`src/common/acc_pkg.sv`:
```
// package with offsets, fields, timing counts and carriers of the converter
`default_nettype none
package acc_pkg;
    // register bus shape
    localparam int ADDR_W = 4;
    localparam int DATA_W = 16;
    localparam logic [3:0] OFS_CTRL0 = 4'h0;
    localparam logic [3:0] OFS_CTRL1 = 4'h4;
    localparam logic [3:0] OFS_CTRL2 = 4'h8;
    localparam logic [3:0] OFS_RESULT = 4'hc;
    localparam logic [15:0] CTRL_RESET = 16'h0000;
    localparam logic [15:0] READ_NONE = 16'h0000;
    // conv_ctrl_0 fields
    localparam int SEL_LSB = 0;
    localparam int SEL_MSB = 2;
    localparam int REPEAT_BIT = 3;
    localparam int TRIG_BIT = 5;
    localparam int GO_BIT = 6;
    // conv_ctrl_1 fields
    localparam int WIDTH_BIT = 3;
    localparam int REF_BIT = 5;
    // conv_ctrl_2 fields
    localparam int HOLD_BIT = 0;
    localparam int GROUP_BIT = 4;
    // conversion lengths in converter clock cycles
    localparam logic [6:0] CYC_8_PLAIN = 7'd49;
    localparam logic [6:0] CYC_10_PLAIN = 7'd59;
    localparam logic [6:0] CYC_8_HOLD = 7'd28;
    localparam logic [6:0] CYC_10_HOLD = 7'd33;
    // approximation span: three cycles per bit
    localparam logic [1:0] PHASE_LAST = 2'h2;
    localparam logic [6:0] SPAN_8 = 7'd24;
    localparam logic [6:0] SPAN_10 = 7'd30;
    localparam logic [3:0] MSB_8 = 4'h7;
    localparam logic [3:0] MSB_10 = 4'h9;
    localparam logic [9:0] ONES_8 = 10'h0ff;
    localparam logic [9:0] ONES_10 = 10'h3ff;

    typedef struct packed {
        logic wr;
        logic rd;
        logic [ADDR_W-1:0] addr;
        logic [DATA_W-1:0] wdata;
    } acc_bus_req_t;

    typedef struct packed {
        logic wide;
        logic hold;
    } acc_cfg_t;

    // input number from group bit and select code
    function automatic logic [3:0] acc_channel(input logic group,
                                               input logic [2:0] sel);
        acc_channel = group ? {2'b10, sel[1:0]} : {1'b0, sel};
    endfunction

    // total cycles of one conversion
    function automatic logic [6:0] acc_conv_cycles(input logic wide,
                                                   input logic hold);
        if (hold)
            acc_conv_cycles = wide ? CYC_10_HOLD : CYC_8_HOLD;
        else
            acc_conv_cycles = wide ? CYC_10_PLAIN : CYC_8_PLAIN;
    endfunction
endpackage
`default_nettype wire

```
`src/logic/acc_conv_ctrl.sv`:
```
// converter control sequencer with register port and trigger handling
`timescale 1ns/100ps
`default_nettype none
module acc_conv_ctrl
    import acc_pkg::*;
(
    input wire logic clock,
    input wire logic arst_n,
    input wire acc_bus_req_t bus,
    output logic [DATA_W-1:0] rdata,
    input wire logic timer_compare_match,
    input wire logic second_timer_underflow,
    input wire logic cmp_high_pin,
    input wire logic over_ref_pin,
    output logic [3:0] analog_channel,
    output logic sample_hold_on,
    output logic sampling,
    output logic [9:0] trial_code,
    output logic ref_connect,
    output logic conv_irq_req
);
    typedef enum logic [2:0] {
        ST_IDLE = 3'b001,
        ST_ARMED = 3'b010,
        ST_CONV = 3'b100
    } acc_state_t;

    acc_state_t state, next_state;
    logic [2:0] input_select;
    logic repeat_mode, trigger_source_sel, conv_go;
    logic width_sel, hold_enable, input_group_sel;
    logic [9:0] result;
    logic wr_ctrl0, wr_ctrl1, wr_ctrl2;
    logic sw_go, timer_event, start, abort, finish, oneshot_end;
    logic eng_busy, eng_done;
    logic [9:0] eng_result;
    acc_cfg_t cfg;

    assign wr_ctrl0 = bus.wr && bus.addr == OFS_CTRL0;
    assign wr_ctrl1 = bus.wr && bus.addr == OFS_CTRL1;
    assign wr_ctrl2 = bus.wr && bus.addr == OFS_CTRL2;
    assign timer_event = timer_compare_match || second_timer_underflow;
    assign cfg = '{wide: width_sel, hold: hold_enable};

    // start and stop conditions of the sequencer
    assign sw_go = wr_ctrl0 && bus.wdata[GO_BIT]
                   && !bus.wdata[TRIG_BIT];
    assign abort = state == ST_CONV && !conv_go;
    assign finish = state == ST_CONV && conv_go && eng_done;
    assign oneshot_end = finish && !repeat_mode;
    assign start = (state == ST_IDLE && sw_go)
                 || (state == ST_ARMED && conv_go && timer_event)
                 || (finish && repeat_mode);

    // next state selection
    always_comb
    begin
        next_state = state;
        case (state)
            ST_IDLE:
                if (wr_ctrl0 && bus.wdata[GO_BIT])
                    next_state = bus.wdata[TRIG_BIT] ? ST_ARMED : ST_CONV;
            ST_ARMED:
                if (!conv_go)
                    next_state = ST_IDLE;
                else if (timer_event)
                    next_state = ST_CONV;
            ST_CONV:
                if (abort)
                    next_state = ST_IDLE;
                else if (oneshot_end)
                    next_state = trigger_source_sel ? ST_ARMED : ST_IDLE;
            default:
                next_state = ST_IDLE;
        endcase
    end

    // sequencer state
    always_ff @(posedge clock or negedge arst_n)
    begin
        if (!arst_n)
            state <= ST_IDLE;
        else
            state <= next_state;
    end

    // conv_ctrl_0 fields; a software write wins over the hardware clear
    always_ff @(posedge clock or negedge arst_n)
    begin
        if (!arst_n)
        begin
            input_select <= CTRL_RESET[SEL_MSB:SEL_LSB];
            repeat_mode <= CTRL_RESET[REPEAT_BIT];
            trigger_source_sel <= CTRL_RESET[TRIG_BIT];
            conv_go <= CTRL_RESET[GO_BIT];
        end
        else if (wr_ctrl0)
        begin
            input_select <= bus.wdata[SEL_MSB:SEL_LSB];
            repeat_mode <= bus.wdata[REPEAT_BIT];
            trigger_source_sel <= bus.wdata[TRIG_BIT];
            conv_go <= bus.wdata[GO_BIT];
        end
        else if (oneshot_end && !trigger_source_sel)
            conv_go <= 1'b0;
    end

    // conv_ctrl_1 and conv_ctrl_2 fields
    always_ff @(posedge clock or negedge arst_n)
    begin
        if (!arst_n)
        begin
            width_sel <= CTRL_RESET[WIDTH_BIT];
            ref_connect <= CTRL_RESET[REF_BIT];
            hold_enable <= CTRL_RESET[HOLD_BIT];
            input_group_sel <= CTRL_RESET[GROUP_BIT];
        end
        else
        begin
            if (wr_ctrl1)
            begin
                width_sel <= bus.wdata[WIDTH_BIT];
                ref_connect <= bus.wdata[REF_BIT];
            end
            if (wr_ctrl2)
            begin
                hold_enable <= bus.wdata[HOLD_BIT];
                input_group_sel <= bus.wdata[GROUP_BIT];
            end
        end
    end

    // analog mux select, hold mode and completion request to the macro side
    always_ff @(posedge clock or negedge arst_n)
    begin
        if (!arst_n)
        begin
            analog_channel <= 4'h0;
            sample_hold_on <= 1'b0;
            conv_irq_req <= 1'b0;
        end
        else
        begin
            analog_channel <= acc_channel(input_group_sel, input_select);
            sample_hold_on <= hold_enable;
            conv_irq_req <= oneshot_end;
        end
    end

    // result only on a finished, non-aborted conversion
    always_ff @(posedge clock or negedge arst_n)
    begin
        if (!arst_n)
            result <= 10'h000;
        else if (finish)
            result <= eng_result;
    end

    // register read data, valid the cycle after the read strobe
    always_ff @(posedge clock or negedge arst_n)
    begin
        if (!arst_n)
            rdata <= READ_NONE;
        else if (!bus.rd)
            rdata <= READ_NONE;
        else
        begin
            rdata <= READ_NONE;
            case (bus.addr)
                OFS_CTRL0:
                begin
                    rdata[SEL_MSB:SEL_LSB] <= input_select;
                    rdata[REPEAT_BIT] <= repeat_mode;
                    rdata[TRIG_BIT] <= trigger_source_sel;
                    rdata[GO_BIT] <= conv_go;
                end
                OFS_CTRL1:
                begin
                    rdata[WIDTH_BIT] <= width_sel;
                    rdata[REF_BIT] <= ref_connect;
                end
                OFS_CTRL2:
                begin
                    rdata[HOLD_BIT] <= hold_enable;
                    rdata[GROUP_BIT] <= input_group_sel;
                end
                OFS_RESULT:
                    rdata[9:0] <= result;
                default:
                    rdata <= READ_NONE;
            endcase
        end
    end

    // conversion timing and approximation
    acc_sar_engine u_engine (
        .clock(clock),
        .arst_n(arst_n),
        .start(start),
        .abort(abort),
        .cfg(cfg),
        .cmp_high_pin(cmp_high_pin),
        .over_ref_pin(over_ref_pin),
        .busy(eng_busy),
        .sampling(sampling),
        .trial_code(trial_code),
        .done(eng_done),
        .result(eng_result)
    );

    // helper: length of the current busy stretch
    logic [6:0] busy_len;
    always_ff @(posedge clock or negedge arst_n)
    begin
        if (!arst_n)
            busy_len <= 7'h00;
        else if (start)
            busy_len <= 7'h00;
        else if (eng_busy)
            busy_len <= busy_len + 7'h01;
    end

    chan_map_a: assert property (
        @(posedge clock) disable iff (!arst_n)
        ##1 analog_channel ==
            acc_channel($past(input_group_sel), $past(input_select)))
        else $error("analog channel does not follow select fields");

    one_shot_stop_a: assert property (
        @(posedge clock) disable iff (!arst_n)
        oneshot_end |=> !eng_busy ##1 (!eng_busy || $past(start)))
        else $error("one-shot conversion restarted by itself");

    sw_start_a: assert property (
        @(posedge clock) disable iff (!arst_n)
        state == ST_IDLE && sw_go |=> eng_busy && state == ST_CONV)
        else $error("software start did not begin conversion");

    timer_start_a: assert property (
        @(posedge clock) disable iff (!arst_n)
        state == ST_ARMED && conv_go && timer_event && !wr_ctrl0
            |=> eng_busy)
        else $error("timer event did not start conversion");

    irq_cause_a: assert property (
        @(posedge clock) disable iff (!arst_n)
        conv_irq_req |-> $past(eng_done) && !$past(repeat_mode))
        else $error("request without one-shot completion");

    go_clear_a: assert property (
        @(posedge clock) disable iff (!arst_n)
        oneshot_end && !trigger_source_sel && !wr_ctrl0 |=> !conv_go)
        else $error("conv_go not cleared after software one-shot");

    stop_any_a: assert property (
        @(posedge clock) disable iff (!arst_n)
        state == ST_CONV && !conv_go |=> !eng_busy && state == ST_IDLE)
        else $error("clearing conv_go did not stop conversion");

    conv_len_a: assert property (
        @(posedge clock) disable iff (!arst_n)
        $rose(eng_done) |->
            busy_len == acc_conv_cycles(width_sel, hold_enable))
        else $error("conversion length differs from timing table");

    repeat_quiet_a: assert property (
        @(posedge clock) disable iff (!arst_n)
        finish && repeat_mode |=> !conv_irq_req && eng_busy)
        else $error("repeat mode raised request or did not restart");

    result_load_a: assert property (
        @(posedge clock) disable iff (!arst_n)
        finish |=> result == $past(eng_result))
        else $error("result register not loaded at completion");

    result_hold_a: assert property (
        @(posedge clock) disable iff (!arst_n)
        !finish |=> $stable(result))
        else $error("result changed outside completion");

    busy_flag_a: assert property (
        @(posedge clock) disable iff (!arst_n)
        eng_busy && state == ST_CONV && !wr_ctrl0 |=> conv_go || !eng_busy)
        else $error("conv_go dropped during conversion");

    // register port and pin checks
    rdata_idle_a: assert property (
        @(posedge clock) disable iff (!arst_n)
        !bus.rd |=> rdata == READ_NONE)
        else $error("read data not zero outside a read");

    result_read_a: assert property (
        @(posedge clock) disable iff (!arst_n)
        bus.rd && bus.addr == OFS_RESULT |=> rdata[9:0] == $past(result))
        else $error("result read returned wrong value");

    go_read_a: assert property (
        @(posedge clock) disable iff (!arst_n)
        bus.rd && bus.addr == OFS_CTRL0 |=> rdata[GO_BIT] == $past(conv_go))
        else $error("conv_go read back wrong");

    hold_mirror_a: assert property (
        @(posedge clock) disable iff (!arst_n)
        ##1 sample_hold_on == $past(hold_enable))
        else $error("hold select not passed to the macro");

    armed_wait_a: assert property (
        @(posedge clock) disable iff (!arst_n)
        state == ST_ARMED && !timer_event |=> !eng_busy)
        else $error("armed sequencer started without a timer event");

    group_chan_a: assert property (
        @(posedge clock) disable iff (!arst_n)
        input_group_sel |=> analog_channel[3:2] == 2'b10)
        else $error("upper group did not select inputs 8 to 11");

    hold_len_a: assert property (
        @(posedge clock) disable iff (!arst_n)
        $rose(eng_done) && hold_enable |->
            busy_len == (width_sel ? CYC_10_HOLD : CYC_8_HOLD))
        else $error("sample-and-hold conversion length wrong");

    irq_pulse_a: assert property (
        @(posedge clock) disable iff (!arst_n)
        conv_irq_req |=> !conv_irq_req)
        else $error("completion request longer than one cycle");

    abort_keep_a: assert property (
        @(posedge clock) disable iff (!arst_n)
        abort |=> $stable(result))
        else $error("stopped conversion changed the result");
endmodule
`default_nettype wire

```
`src/logic/acc_sar_engine.sv`:
```
// successive approximation timing engine for one conversion
`timescale 1ns/100ps
`default_nettype none
module acc_sar_engine
    import acc_pkg::*;
(
    input wire logic clock,
    input wire logic arst_n,
    input wire logic start,
    input wire logic abort,
    input wire acc_cfg_t cfg,
    input wire logic cmp_high_pin,
    input wire logic over_ref_pin,
    output logic busy,
    output logic sampling,
    output logic [9:0] trial_code,
    output logic done,
    output logic [9:0] result
);
    logic cmp_s1, cmp_s2, ovr_s1, ovr_s2;
    logic [6:0] cycle, total_q, sample_q;
    logic [1:0] phase;
    logic [3:0] bit_idx, msb_q;
    logic wide_q;
    logic [9:0] code, next_code;
    logic approx;

    // two-stage synchronisers for the analog comparator pins
    always_ff @(posedge clock or negedge arst_n)
    begin
        if (!arst_n)
        begin
            cmp_s1 <= 1'b0;
            cmp_s2 <= 1'b0;
            ovr_s1 <= 1'b0;
            ovr_s2 <= 1'b0;
        end
        else
        begin
            cmp_s1 <= cmp_high_pin;
            cmp_s2 <= cmp_s1;
            ovr_s1 <= over_ref_pin;
            ovr_s2 <= ovr_s1;
        end
    end

    assign approx = busy && (cycle > sample_q);
    assign sampling = busy && (cycle <= sample_q);
    assign trial_code = code;

    // trial bit set after sampling, decided on the last phase of each bit
    always_comb
    begin
        next_code = code;
        if (busy && cycle == sample_q)
            next_code[msb_q] = 1'b1;
        else if (approx && phase == PHASE_LAST)
        begin
            next_code[bit_idx] = cmp_s2;
            if (bit_idx != 4'h0)
                next_code[bit_idx - 4'h1] = 1'b1;
        end
    end

    // cycle, phase and bit sequencing
    always_ff @(posedge clock or negedge arst_n)
    begin
        if (!arst_n)
        begin
            busy <= 1'b0;
            cycle <= 7'h00;
            total_q <= 7'h00;
            sample_q <= 7'h00;
            phase <= 2'h0;
            bit_idx <= 4'h0;
            msb_q <= 4'h0;
            wide_q <= 1'b0;
            code <= 10'h000;
        end
        else if (abort)
            busy <= 1'b0;
        else if (start)
        begin
            busy <= 1'b1;
            cycle <= 7'h01;
            total_q <= acc_conv_cycles(cfg.wide, cfg.hold);
            sample_q <= acc_conv_cycles(cfg.wide, cfg.hold)
                        - (cfg.wide ? SPAN_10 : SPAN_8);
            msb_q <= cfg.wide ? MSB_10 : MSB_8;
            bit_idx <= cfg.wide ? MSB_10 : MSB_8;
            wide_q <= cfg.wide;
            phase <= 2'h0;
            code <= 10'h000;
        end
        else if (busy)
        begin
            cycle <= cycle + 7'h01;
            code <= next_code;
            if (cycle == total_q)
                busy <= 1'b0;
            if (approx)
            begin
                phase <= (phase == PHASE_LAST) ? 2'h0 : phase + 2'h1;
                if (phase == PHASE_LAST && bit_idx != 4'h0)
                    bit_idx <= bit_idx - 4'h1;
            end
        end
    end

    // finished code with clamp when input is above reference
    always_ff @(posedge clock or negedge arst_n)
    begin
        if (!arst_n)
        begin
            done <= 1'b0;
            result <= 10'h000;
        end
        else
        begin
            done <= busy && !abort && !start && (cycle == total_q);
            if (busy && !abort && !start && cycle == total_q)
                result <= ovr_s2 ? (wide_q ? ONES_10 : ONES_8)
                                 : next_code;
        end
    end

    clamp_ones_a: assert property (
        @(posedge clock) disable iff (!arst_n)
        $rose(done) && $past(ovr_s2) |->
            result == (wide_q ? ONES_10 : ONES_8))
        else $error("over-reference result not all ones");

    narrow_code_a: assert property (
        @(posedge clock) disable iff (!arst_n)
        done && !wide_q |-> result[9:8] == 2'b00)
        else $error("8-bit result has upper bits set");
endmodule
`default_nettype wire

```
`config.mk`:
```
export PLATFORM = sky130hd
export DESIGN_NAME = acc_conv_ctrl
export DESIGN_NICKNAME = d
export VERILOG_FILES = /design/src/common/acc_pkg.sv /design/src/logic/acc_conv_ctrl.sv /design/src/logic/acc_sar_engine.sv
export SDC_FILE = /design/constraint.sdc
export NUM_CORES = 1
export LEC_CHECK = 0
export BUFFER_PORTS_ARGS = -buffer_cell sky130_fd_sc_hd__buf_2
export CORE_MARGIN = 5
export CORE_UTILIZATION = 30
export DETAILED_ROUTE_END_ITERATION = 6
export GPL_TIMING_DRIVEN = 0
export PLACE_DENSITY = 0.43
export SLEW_MARGIN = 30
export SYNTH_ARGS = -nofsm -noshare
export SYNTH_HDL_FRONTEND = slang
export SYNTH_HIERARCHICAL = 1
export SYNTH_SLANG_ARGS = --single-unit
```
`constraint.sdc`:
```
create_clock -name clock -period 3.5 [get_ports clock]
set_input_delay 0.35 -clock clock [delete_from_list [all_inputs] [get_ports clock]]
set_output_delay 0.35 -clock clock [all_outputs]
set_load 0.03 [all_outputs]
```
* Word level (Yosys, flattened, before mapping)
Cells that the tools add are included.
Operators by class: $add $sub $neg 4, $lt $le $gt $ge 8, eq/ne operators 12, mux-type cells 54, bitwise operators 3, reductions and logical operators 45
Operators with widths (number):
- 2-to-1 mux 10 bit | 8
- 2-to-1 mux 7 bit | 5
- 2-to-1 mux 4 bit | 7
- logical AND 1 bit | 25
- 2-to-1 mux 3 bit | 8
- bitwise OR 10 bit | 2
- less-than comparator 4 x 5 -> 1 bit, second input constant | 3
- equality test 7 bit | 2
- demux 1 bit (select 4 bit) | 3
- >= comparator 4 x 1 -> 1 bit, second input constant | 3
- bitwise mux 10 bit | 1
- 2-to-1 mux 2 bit | 5
- 2-to-1 mux 1 bit | 9
- case mux 1 bit (3 select lines) | 3
- case mux 3 bit (3 select lines) | 1
- equality test 4 bit, second input constant | 2
- nonzero test 2 bit | 4
- adder 7 x 1 -> 7 bit, second input constant | 1
- > comparator 7 bit | 1
- <= comparator 7 bit | 1
- subtractor 7 bit | 1
- zero test 1 bit | 6
- 2-to-1 mux 6 bit | 1
- AND reduction 3 bit | 2
- 18 further kinds | 22
Word-level totals: bits in registers 103, input bits 28, output and inout port bits 34

* Depth between registers and ports, before layout
depth in word-level cells 11, mapped depth 10

* By module
Netlist, hierarchy kept.
By module, submodules not included:
- acc_sar_engine | times used 1, cells each 344, area an instance 3145.5 um^2, seq. area each 1276.2 um^2
- acc_conv_ctrl | times used 1, cells each 128, area an instance 1707.9 um^2, seq. area each 977.2 um^2

* Worst setup path before layout
No wires, ideal clock.
path type register to output, start register u_engine.cycle[4], end output sampling, data arrival time 2.259 ns, slack 0.891 ns, cell stages (with the launch flop) 6, cells stage by stage dfrtp_1 ha_1 a211o_1 a21o_1 or2_2 a21boi_0
Between the ends: longest elaborated chain between the ends 2
Ends and longest elaborated chain:
- start, declared | RTL line acc_sar_engine.sv:21 | logic [6:0] cycle, total_q, sample_q;
- start signal, assigned | RTL line acc_sar_engine.sv:97 | cycle <= cycle + 7'h01;
- <= comparator 7 bit | RTL line acc_sar_engine.sv:48 | assign sampling = busy && (cycle <= sample_q);
- logical AND 1 bit | RTL line acc_sar_engine.sv:48
- end, declared | RTL line acc_conv_ctrl.sv:17 | output logic sampling,
Every way passes these cells.

* Worst setup path in the final report
start register state[1], end register u_engine.cycle[5]
Between the ends: longest elaborated chain between the ends 7, elaborated cells on any way between the ends 16
Ends and longest elaborated chain:
- start, declared | RTL line acc_conv_ctrl.sv:28 | acc_state_t state, next_state;
- start signal, assigned | RTL line acc_conv_ctrl.sv:84 | state <= next_state;
- equality test 3 x 2 -> 1 bit or equality test 3 bit (tied branches) | RTL line acc_conv_ctrl.sv:52, acc_conv_ctrl.sv:49
- logical AND 1 bit, on equally long branches (2 in a row) | RTL line acc_conv_ctrl.sv:52, acc_conv_ctrl.sv:49
- logical OR 1 bit or logical AND 1 bit (tied branches) | RTL line acc_conv_ctrl.sv:52, acc_conv_ctrl.sv:53
- logical OR 1 bit (*) | RTL line acc_conv_ctrl.sv:53 | || (finish && repeat_mode);
- named net start | RTL line acc_conv_ctrl.sv:34 | logic sw_go, timer_event, start, abort, finish, oneshot_end;
- nonzero test 2 bit (no source line)
- AND reduction 2 bit (no source line)
Mark *: on every way through the listed nets, which the timed path passes. The rest lies on a longest branch. A chain may end at the register's enable or synchronous reset.

==> impl_metrics.csv <==
group,metric,value,unit
synthesis,yosys.area_share.simple,17.8,%
critical_path,path_buf_inv,3,
detailed_routing,dr.pass1.iters,4,
clock_tree,tritoncts,"built",
outcome,status,"finished clean",
critical_path,start_kind,"flip-flop",
synthesis,synth_area_per_cell,10.3,sq um
clock_tree,cts-root-buf,"clkbuf_16",
power_and_ir_drop,switching_share,40.4,%
sta,finalClockSkew,0.00756,ns
synthesis,ys.warnings.count,6,
detailed_routing,vias,3686,
critical_path,critPathCaptureType,"flip-flop",
critical_path,cp_max_fo,10,
die,die_x,137,um
sta,setup_viol,0,
sta,fmax,0.335,GHz
global_routing,antenna_found_initial,0,
clock_tree,cts.repair.resized,0,
global_routing,grt_usage,14.1,%
critical_path,reg2reg_from,"state[1]",
power_and_ir_drop,p_int,2.46,mW
critical_path,critical_path_required,3.72,ns
die,die_h,137,um
sta,hold_viol,0,
critical_path,endpoint,"u_engine/cycle[5]",
detailed_routing,drt-total-wl,12600,um
die,dieArea,0.0188,sq mm
critical_path,r2r_end,"u_engine/cycle[5]",
synthesis,yosys.area_share.adder,5.16,%
placed_design,gp_congestion,0.807,
power_and_ir_drop,power.density,719,mW/mm^2
critical_path,r2r_setup_slack,0.51,ns
global_routing,grt_start_max_net_pins,48,
sta,rsz0062_at_grt,"false",
clock_tree,h-tree-depth,3,
critical_path,r2r_cells,9,
synthesis,synth_xor_area_share,1.08,%
critical_path,slowest_delay,0.44,ns
sta,period_share,85.3,%
detailed_routing,drtIter0Drc,202,
clock_tree,cts_num_sinks,90,
detailed_routing,drc,0,
placed_design,portBuffers,44,
sta,slew_headroom,54.5,%
clock_tree,cts_buffer_depth,2,
sta,tns,0,ns
finish,syn_to_final_growth,18.0,%
global_routing,grt.overflow.total,0,
finish,layout-drive-gt1-share,23.0,%
synthesis,ys_seq_area_share,46.4,%
synthesis,synth_area,0.00485,sq mm
global_routing,grt_pass1_vias,3647,
die,rows,46,
critical_path,path_class,"reg -> reg",
clock_tree,cts_buffers,9,
synthesis,synth_top_family_by_area,"simple AND/OR/NAND/NOR gates",
clock_tree,clk_pin_slew,0.07,ns
critical_path,cpLargestDelayFamily,"compound AO/OA/AOI/OAI gates",
clock_tree,clk_latency,0.35,ns
synthesis,async_flop_share,100,%
synthesis,synth_cell_type_count,81,
synthesis,synth_mux_area_share,7.45,%
die,io_pins,62,
sta,final.setup.worst_slack,0.514,ns
synthesis,synth_seq_cells,90,
critical_path,arrival,3.20,ns
finish,antenna_cells,0,
detailed_routing,drtAntennaViolNets,0,
detailed_routing,via_per_inst,4.88,
finish,final_nets,582,
power_and_ir_drop,power_frac_seq,37.7,%
power_and_ir_drop,p_switching,1.66,mW
synthesis,synth-edff-count,0,
synthesis,postSynthCellCount,472,
power_and_ir_drop,p_leak,2.67,nW
power_and_ir_drop,vdd_drop_max,0.297,mV
power_and_ir_drop,clock_power_share,25.3,%
run,drv_cap,0,
detailed_routing,wl_per_cell,16.7,um
critical_path,cp_slowest_cell,"dfrtp_1",
die,start_util,30.6,%
placed_design,hpwl,9480,um
synthesis,synth_compound_area_share,17.4,%
power_and_ir_drop,pwr-share-comb,37.0,%
critical_path,startpoint,"state[1]",
worst_hold_path,min_path_type,"in -> reg",
sta,drv_slew,0,
critical_path,path_cells,"and4bb_4 > nand2_4 > buf_6 > o211ai_1 > clkbuf_1 > o21bai_1 > clkbuf_1 > o21ai_0 > o21ai_0",
sta,worstMarginPinSlew,0.681,ns
global_routing,grt_pass1_wl,20400,um
clock_tree,postCtsHoldBufs,1,
sta,period_minus_slack,2.99,ns
critical_path,cp.depth,9,
synthesis,synthFlopType,"dfrtp_1",
clock_tree,cts_setup_buffers,0,
die,core_area,0.0159,sq mm
placed_design,dp_slack,0.521,ns
layer usage:
metal	part of all wire, %	wire length (um)	global-route usage (%)	up-vias
li1	-	-	-	1827
met4	1.4	172	4.21	0
met3	4.5	566	3.25	13
met2	45	5710	21.9	69
met5	0	0	0	-
met1	49	6140	19.6	1777
synth_stat cells (6+ instances only):
master / count / area [sq um]
a21oi_1: 15 / 75.1
clkbuf_1: 17 / 63.8
mux2_2: 17 / 191
nand2_1: 43 / 161
o21ai_0: 31 / 155
inv_1: 17 / 63.8
nand2b_1: 11 / 68.8
nor2_1: 32 / 120
a22oi_1: 7 / 52.6
nand3_1: 12 / 60.1
dfrtp_1: 89 / 2230
nand4_1: 9 / 56.3
a31oi_1: 14 / 87.6
buf_4: 7 / 52.6
ha_1: 20 / 250
mux2_4: 8 / 120
o31ai_1: 6 / 45.0
flip-flops by register name, summed over array words and instances (netlist names), 4 cells and up:
signal               flops
analog_channel           4
rdata                   10
result                  10
u_engine/bit_idx         4
u_engine/cycle           7
u_engine/result         10
u_engine/sample_q        5
u_engine/total_q         4
u_engine/trial_code     10
layout by cell type (no fill, tap or decap), drive strengths merged, types with 5 or more instances in the layout:
cell type / instances
dfrtp: 89
buf: 57
nand2: 44
nor2: 33
o21ai: 33
clkbuf: 26
mux2: 25
inv: 22
ha: 20
a21oi: 16
a31oi: 14
nand3: 12
nand2b: 11
nand4: 9
a22oi: 7
conb: 6
o31ai: 6
and2: 6
nand3b: 6
mux2i: 5
or2: 5
and3: 5
cell type report:
| cell class | instances | area, sq um |
|---|---|---|
| inverters | 18 | 67.6 |
| well taps | 216 | 270 |
| multi-input cells | 340 | 2400 |
| clock inverters | 7 | 93.8 |
| fillers | 1676 | 10200 |
| flip-flops and latches | 90 | 2250 |
| clock buffers | 9 | 225 |
| repair buffers | 46 | 264 |
| plain buffers | 29 | 154 |
kinds of logic (layout without fill, tap and decap cells):
group / count (synthesis) / in the layout
AOI/OAI and AO/OA: 120 / 120
xor gates and xnor gates: 6 / 6
adders and majority gates: 20 / 20
buffers and inverters: 47 / 109
DFF: 90 / 90
muxes: 30 / 30
other: 1 / 6
and+or+nand+nor: 158 / 158
through the flow:
stage          area, sq um  utilization (%)  total power, mW  hold WS (ns)  cells
2_1_floorplan         4870                -             2.63        0.0544    477
3_3_place_gp          5360             33.8             3.09         0.335    737
3_5_place_dp          5400             34.0             3.10         0.316    738
4_1_cts               5730             36.0             4.18        0.0787    755
5_1_grt               5730             36.0             4.42        0.0901    755
6_report              5730             36.0             4.12        0.0988    755
worst register-to-register path: cells and delay by family, from the launching register on:
family	cells	cell delay, ns
compound gates	4	1.02
buf+inv	3	0.90
flops	1	0.44
simple gates	2	0.48
power by group through the flow:
stage                     Combinational (mW)  Sequential, mW  Clock [mW]
after floorplan                         1.04            1.59           0
after global placement                  1.52            1.57           0
after detailed placement                1.53            1.58           0
after CTS                               1.54            1.56        1.08
after global routing                    1.71            1.60        1.12
final                                   1.52            1.55        1.04
worst min-delay path by stage:
stage | startpoint | depth (start not counted) | endpoint | slack, ns
2_1_floorplan | arst_n | 0 | analog_channel[0] | 0.05
3_3_place_gp | u_engine/ovr_s1 | 0 | u_engine/ovr_s2 | 0.33
3_5_place_dp | arst_n | 1 | state[2] | 0.32
4_1_cts | cmp_high_pin | 1 | u_engine/cmp_s1 | 0.08
5_1_grt | cmp_high_pin | 1 | u_engine/cmp_s1 | 0.09
6_report | cmp_high_pin | 1 | u_engine/cmp_s1 | 0.1
No activity file was read; power rests on OpenSTA's default activity.
